===== src/hw/amc_pkg.sv =====
// Purpose: shared constants and types for the amplifier control block
// Assumes: 250 MHz clock
// Notes:   start-up time is a parameter default of the top module
package amc_pkg;
    localparam int unsigned AMC_CLK_MHZ     = 250;
    // start-up settle time in microseconds (set by external capacitance)
    localparam int unsigned AMC_STARTUP_US  = 100;
    localparam int unsigned AMC_STARTUP_CYC = AMC_STARTUP_US * AMC_CLK_MHZ;
    localparam int unsigned AMC_CNT_W       = 32;
    localparam int unsigned AMC_SYNC_N      = 5;

    // bit positions of the synchronised input vector
    localparam int unsigned AMC_IX_MUTE  = 0;
    localparam int unsigned AMC_IX_SLEEP = 1;
    localparam int unsigned AMC_IX_OCL   = 2;
    localparam int unsigned AMC_IX_OCR   = 3;
    localparam int unsigned AMC_IX_OT    = 4;

    typedef enum logic [2:0] {
        AMC_ST_SLEEP = 3'h1,
        AMC_ST_START = 3'h2,
        AMC_ST_RUN   = 3'h4
    } amc_state_t;

    // one bridge-tied channel: positive and negative terminal
    typedef struct packed {
        logic pos;
        logic neg;
    } amc_btl_t;
endpackage


===== src/hw/amc_sync.sv =====
// Purpose: two flip-flop synchroniser, one per bit
// Assumes: inputs asynchronous to clk
// Notes:   first stage feeds only the second stage
`timescale 1ns/1ps
module amc_sync #(
    parameter int unsigned N = 1
) (
    // clock and reset
    input  wire logic         clk,
    input  wire logic         rst_n,
    // data
    input  wire logic [N-1:0] async_in,
    output logic      [N-1:0] sync_out
);
    genvar i;
    generate
        for (i = 0; i < N; i++) begin : g_bit
            logic meta_reg;
            logic sync_reg;
            always_ff @(posedge clk or negedge rst_n) begin
                if (!rst_n) begin
                    meta_reg <= 1'b0;
                    sync_reg <= 1'b0;
                end else begin
                    meta_reg <= async_in[i];
                    sync_reg <= meta_reg;
                end
            end
            assign sync_out[i] = sync_reg;
        end
    endgenerate
endmodule


===== src/hw/amc_ctrl.sv =====
// Purpose: mute, sleep, start-up and fault warning control of a stereo
//          class-D amplifier
// Assumes: pwm streams and detector levels come from the analog side
// Notes:   outputs are registered, so pwm passes with one cycle of delay
//
// Summary of operation
// - mute high: all four output terminals held low, device muted.
// - mute low while running: modulated pulse stream drives all four terminals.
// - sleep high: circuits off, outputs muted, minimum power state.
// - in sleep the warning output is held low.
// - after sleep falls, run only after start-up settle interval.
// - warning output high when overcurrent or overheat is reported.
// - overcurrent in either channel's buffers raises a warning.
// - abnormal junction temperature raises a warning.
// - mute and sleep act on both channels together.
// - each channel drives positive and negative bridge terminals.
// - overcurrent warning latches until a sleep low-high-low cycle.
// - overheat warning follows the detector, cleared by sleep.
// - overcurrent detection is disabled while muted.
// - both detectors are disabled while asleep.
`timescale 1ns/1ps
module amc_ctrl
    import amc_pkg::*;
#(
    parameter int unsigned STARTUP_CYC = AMC_STARTUP_CYC
) (
    // clock and reset
    input  wire logic clk,
    input  wire logic reset_n,
    // control pins
    input  wire logic mute_in,
    input  wire logic sleep_in,
    // detectors and modulator
    input  wire logic left_overcurrent_in,
    input  wire logic right_overcurrent_in,
    input  wire logic overtemp_in,
    input  amc_pkg::amc_btl_t left_pwm_in,
    input  amc_pkg::amc_btl_t right_pwm_in,
    // outputs
    output logic left_pos_pwm_out,
    output logic left_neg_pwm_out,
    output logic right_pos_pwm_out,
    output logic right_neg_pwm_out,
    output logic fault_warning_out,
    output logic sleep_state_out
);
    import amc_pkg::*;

    ////////////////////////////////////////////////////////////////////////
    logic                  rst_meta_reg;
    logic                  rst_n_reg;
    logic [AMC_SYNC_N-1:0] raw_vec;
    logic [AMC_SYNC_N-1:0] syn_vec;

    always_ff @(posedge clk or negedge reset_n) begin
        if (!reset_n) begin
            rst_meta_reg <= 1'b0;
            rst_n_reg    <= 1'b0;
        end else begin
            rst_meta_reg <= 1'b1;
            rst_n_reg    <= rst_meta_reg;
        end
    end

    // sleep enters inverted so a cleared synchroniser reads as asleep;
    // a sleep pin high at reset must not trigger a false start-up
    assign raw_vec = {overtemp_in, right_overcurrent_in,
                      left_overcurrent_in, !sleep_in, mute_in};

    amc_sync #(.N(AMC_SYNC_N)) u_sync (
        .clk      (clk),
        .rst_n    (rst_n_reg),
        .async_in (raw_vec),
        .sync_out (syn_vec)
    );

    wire mute_s  = syn_vec[AMC_IX_MUTE];
    wire sleep_s = !syn_vec[AMC_IX_SLEEP];
    wire oc_s    = syn_vec[AMC_IX_OCL] | syn_vec[AMC_IX_OCR];
    wire ot_s    = syn_vec[AMC_IX_OT];

    ////////////////////////////////////////////////////////////////////////
    // power state: comes up asleep until the start-up interval has run
    amc_state_t           state_reg;
    amc_state_t           state_next;
    logic [AMC_CNT_W-1:0] cnt_reg;
    logic [AMC_CNT_W-1:0] cnt_next;
    localparam logic [AMC_CNT_W-1:0] CNT_LAST = AMC_CNT_W'(STARTUP_CYC - 1);

    wire cnt_done = (cnt_reg == CNT_LAST);

    always_comb begin
        state_next = state_reg;
        cnt_next   = '0;
        case (state_reg)
            AMC_ST_SLEEP: begin
                if (!sleep_s) begin
                    state_next = AMC_ST_START;
                end
            end
            AMC_ST_START: begin
                cnt_next = cnt_reg + 1'b1;
                if (sleep_s) begin
                    state_next = AMC_ST_SLEEP;
                end else if (cnt_done) begin
                    state_next = AMC_ST_RUN;
                end
            end
            AMC_ST_RUN: begin
                if (sleep_s) begin
                    state_next = AMC_ST_SLEEP;
                end
            end
            default: begin
                state_next = AMC_ST_SLEEP;
            end
        endcase
    end

    always_ff @(posedge clk or negedge rst_n_reg) begin
        if (!rst_n_reg) begin
            state_reg <= AMC_ST_SLEEP;
            cnt_reg   <= '0;
        end else begin
            state_reg <= state_next;
            cnt_reg   <= cnt_next;
        end
    end

    wire running  = (state_reg == AMC_ST_RUN);
    wire asleep   = !running; // start-up counts as still shut down
    wire muted    = asleep | mute_s;

    ////////////////////////////////////////////////////////////////////////
    // overcurrent latch; cleared in the high phase of the low-high-low
    // sequence and held clear through start-up; set and clear never meet
    // because setting needs the run state
    logic oc_reg;
    wire  oc_detect = oc_s & running & !mute_s;
    wire  oc_next   = asleep ? 1'b0 : (oc_reg | oc_detect);

    always_ff @(posedge clk or negedge rst_n_reg) begin
        if (!rst_n_reg) begin
            oc_reg <= 1'b0;
        end else begin
            oc_reg <= oc_next;
        end
    end

    // overheat is not latched: it follows the detector while awake
    wire ot_warn   = ot_s & running;
    wire warn_next = running & (oc_reg | ot_warn);

    ////////////////////////////////////////////////////////////////////////
    // output gating; the negative leg carries its own stream (bridge load)
    amc_btl_t left_q;
    amc_btl_t right_q;
    logic     warn_reg;
    wire amc_btl_t left_g  = muted ? amc_btl_t'('0) : left_pwm_in;
    wire amc_btl_t right_g = muted ? amc_btl_t'('0) : right_pwm_in;

    always_ff @(posedge clk or negedge rst_n_reg) begin
        if (!rst_n_reg) begin
            left_q   <= '0;
            right_q  <= '0;
            warn_reg <= 1'b0;
        end else begin
            left_q   <= left_g;
            right_q  <= right_g;
            warn_reg <= warn_next;
        end
    end

    assign left_pos_pwm_out  = left_q.pos;
    assign left_neg_pwm_out  = left_q.neg;
    assign right_pos_pwm_out = right_q.pos;
    assign right_neg_pwm_out = right_q.neg;
    assign fault_warning_out = warn_reg;
    assign sleep_state_out   = asleep;
endmodule


===== config.mk =====
export PLATFORM = sky130hd
export DESIGN_NAME = amc_ctrl
export DESIGN_NICKNAME = d
export VERILOG_FILES = /design/src/hw/amc_pkg.sv /design/src/hw/amc_sync.sv /design/src/hw/amc_ctrl.sv
export SDC_FILE = /design/constraint.sdc
export NUM_CORES = 1
export LEC_CHECK = 0
export BUFFER_PORTS_ARGS = -buffer_cell sky130_fd_sc_hd__buf_2
export CAP_MARGIN = 10
export CORE_AREA = 5 5 98 54
export DETAILED_ROUTE_END_ITERATION = 10
export DIE_AREA = 0 0 103 59
export GPL_ROUTABILITY_DRIVEN = 0
export GPL_TIMING_DRIVEN = 0
export HOLD_SLACK_MARGIN = 0.05
export PLACE_DENSITY = 0.77
export SLEW_MARGIN = 10
export SYNTH_ARGS = -nofsm -noshare
export SYNTH_HDL_FRONTEND = slang
export SYNTH_HIERARCHICAL = 1
export SYNTH_SLANG_ARGS = --single-unit

===== constraint.sdc =====
create_clock -name clk -period 1.75 [get_ports clk]
set_input_delay 0.35 -clock clk [delete_from_list [all_inputs] [get_ports clk]]
set_output_delay 0.35 -clock clk [all_outputs]
set_load 0.01 [all_outputs]

==> summary.json <==
{
  "synthCells": 238,
  "total_nets_final": 294,
  "clkLatencyLatePin_ns": 0.31,
  "grt_max_degree": 40,
  "drc": 0,
  "clk_pin_slew_worst_paths_ns": 0.10,
  "vdd_ir_drop_max_mv": 0.386,
  "cellPowerDensity_nw_per_um2": 652,
  "diodes": 0,
  "critPathLaunch": "cnt_reg[2]$_DFF_PN0_",
  "worst-path-max-fanout": 8,
  "setup.reg_to_reg.worst_slack_ns": -0.13,
  "post-synth-top-area-cell": "dfrtp_1",
  "report.final.setup_viol": 15,
  "leakagePower_nw": 1.32,
  "num_rows": 17,
  "dieWidth_um": 103,
  "max_stage_delay_ns": 0.47,
  "clock-root-buffer": "clkbuf_8",
  "r2r-end": "cnt_reg[16]$_DFF_PN0_",
  "maxClockFrequency_mhz": 532,
  "tritoncts_num_sinks": 53,
  "post_route_cells_drive_above_1_share_pct": 37.1,
  "worstRegToRegCells": 6,
  "p_total_mw": 2.09,
  "grt_pass1_wl_um": 10200,
  "htreeDepth": 2,
  "vias": 2115,
  "mappedNetlistArea_sq_um": 2490,
  "critPathLaunchType": "flip-flop",
  "critical-path-slowest-cell": "or3_4",
  "chipHeight_um": 59,
  "ys_top_cells_by_area": "dfrtp_1 52%, a21oi_1 3.6%, or4_1 3.6%, o31ai_1 3.3%, nor2_1 3.0%",
  "timing.max_slew.rel_slack_pct": 61.1,
  "drv_slew": 0,
  "synth_top_cell_area_share_pct": 52.3,
  "worst_slack_ns": -0.131,
  "worst_slew_pin_slew_ns": 0.578,
  "grt_antenna_before_repair": 0,
  "synth_enable_flop_cells": 0,
  "grt_util_all_layers_pct": 21.9,
  "synth.distinct_cells": 45,
  "drt_iter0_drc": 149,
  "layout.cells.most_common_list": "48 x dfrtp_1, 24 x buf_4, 20 x nor2_1, 16 x buf_2, 14 x a21oi_1",
  "fin_crit_sh_pct": 108,
  "worstPathCellList": "buf_4 > nand4_1 > or3_4 > clkbuf_16 > or3_4 > a21oi_2",
  "detail_route.vias_per_cell": 6.22,
  "criticalPathCategory": "flip-flop to flip-flop",
  "start_util_pct": 57.9,
  "flip_flop_count_of_the_largest_register_all_copies_and_words_added": 32,
  "failed_checks": "negative setup slack",
  "required_ns": 1.99,
  "globalRouteMet2Util_pct": 36.0,
  "setup.worst_path.end": "cnt_reg[16]$_DFF_PN0_",
  "met3_usage_pct": 5.41,
  "clock_path_buffers": 2,
  "n_fill_cell": 277,
  "skew_ns": 0.00829,
  "run_status": "finished with violations",
  "detail_route.wl_per_cell_um": 18.6,
  "drt-total-wl_um": 6320,
  "floorplan.die_area_sq_um": 6080,
  "layout_min_cycle_time_ns": 1.88,
  "synth.yosys.warnings": 6,
  "cts_tree": "yes",
  "synth_seq_area_share_pct": 53.3,
  "port_buffer_count": 16,
  "worst_hold_class": "input pin to flip-flop",
  "grt_util_met1_pct": 29.4,
  "crit_path_frequent_cell": "or3_4",
  "synthToLayoutAreaGrowth_pct": 28.9,
  "type_of_element_capturing_the_critical_path": "flip-flop",
  "hold_ws_ns": 0.134,
  "postSynth.asyncResetShare_pct": 100,
  "number_of_global_route_vias_before_repair": 2105,
  "rr_startpoint": "cnt_reg[2]$_DFF_PN0_",
  "dr.pass1.iters": 5,
  "hold_violation_count_in_the_final_report": 0,
  "cts_buffers": 5,
  "dp_hpwl_um": 3660,
  "drtAntennaViolNets": 0,
  "syn-num-nets": 250,
  "synth.ff_latch_count": 53,
  "avgSynthCellArea_sq_um": 10.5,
  "final_common_cell": "dfrtp_1",
  "drv.max_cap_violation_count": 0,
  "rsz0062_at_grt": "true",
  "yosys_most_used_dff": "dfrtp_1",
  "grt.busiest_layer": "met2",
  "overflow": 0,
  "critical_path_arrival_ns": 2.12,
  "io_pins": 17,
  "floorplan.core_area_sq_um": 4300
}
worst max-delay path, delay by kind of cell, from the launching register on:
kind | cells | cell delay (ns)
and+or+nand+nor | 3 | 0.96
buffers and inverters | 2 | 0.37
DFF | 1 | 0.36
AOI/OAI and AO/OA | 1 | 0.12
power by group:
group          switching (mW)  internal (mW)  total [mW]
Clock                   0.429          0.285       0.714
Combinational          0.0634         0.0477       0.111
Sequential             0.0169           1.25        1.27
Total                   0.509           1.58        2.09
cells in the mapped netlist, types with 2 or more instances:
master and instances:
dfrtp_1 52, nor2_1 20, a21oi_1 18, nand2_1 12
or4_1 12, nand3_1 11, o31ai_1 11, nand4_1 9
nor4_1 8, o21ai_0 8, and2_1 6, clkbuf_1 6
buf_4 5, or3_1 5, xnor2_1 5, xor2_1 5
clkbuf_8 4, inv_1 4, and3_1 3, and4_1 3
nor2b_1 3, and4_2 2, nand2b_1 2, nor3_1 2
or2_2 2
per-layer routing:
layer / wire length, um / vias to the layer above
li1: - / 953
met5: 0 / -
met4: 121 / 0
met1: 2730 / 1049
met2: 3000 / 96
met3: 470 / 17
how the worst min path moves through the flow:
stage / from / endpoint / depth (start not counted)
floorplan: reset_n / rst_meta_reg$_DFF_PN0_ / 0
global placement: reset_n / rst_meta_reg$_DFF_PN0_ / 1
detailed placement: reset_n / rst_meta_reg$_DFF_PN0_ / 1
CTS: overtemp_in / u_sync/g_bit[4].meta_reg$_DFF_PN0_ / 1
global route: right_overcurrent_in / u_sync/g_bit[3].meta_reg$_DFF_PN0_ / 1
finish: overtemp_in / u_sync/g_bit[4].meta_reg$_DFF_PN0_ / 1
layout make-up:
| cell class | instances | area (sq um) | share of cell area, % |
|---|---|---|---|
| buffer | 15 | 179 | 5.58 |
| clock buffer | 5 | 68.8 | 2.15 |
| clock inverter | 3 | 21.3 | 0.663 |
| inverter | 4 | 15.0 | 0.468 |
| multi-input combinational | 164 | 1230 | 38.5 |
| sequential | 53 | 1330 | 41.6 |
| tap | 57 | 71.3 | 2.22 |
| timing repair buffer | 39 | 284 | 8.86 |
logic make-up after synthesis:
kind of cell,count (synthesis),share of synthesized area [%]
simple gates,108,25.9
flops,53,53.3
compound gates,42,10.4
buf+inv,22,5.78
xor+xnor,10,3.52
fa+ha+maj,1,0.503
other cells,1,0.151
mux,1,0.402
repair_timing:
action	CTS	global route
buffers inserted	13	6
pin swaps	5	6
setup endpoints to repair	28	28
endpoints found under the hold margin	2	0
gates resized for setup	30	20
cloned	3	0
hold buffers	1	0
metrics by stage:
stage / setup slack, ns / cells / util (%) / TNS, ns / cell area, sq um
CTS: -0.106 / 335 / 71.9 / -0.820 / 3090
global placement: -0.462 / 311 / 62.6 / -20.38 / 2690
detailed placement: -0.420 / 312 / 63.1 / -6.25 / 2710
global route: -0.187 / 340 / 74.6 / -2.12 / 3210
floorplan: -0.0680 / 238 / - / -0.525 / 2540
finish: -0.131 / 340 / 74.6 / -1.19 / 3210
No activity file was read; power rests on OpenSTA's default activity.
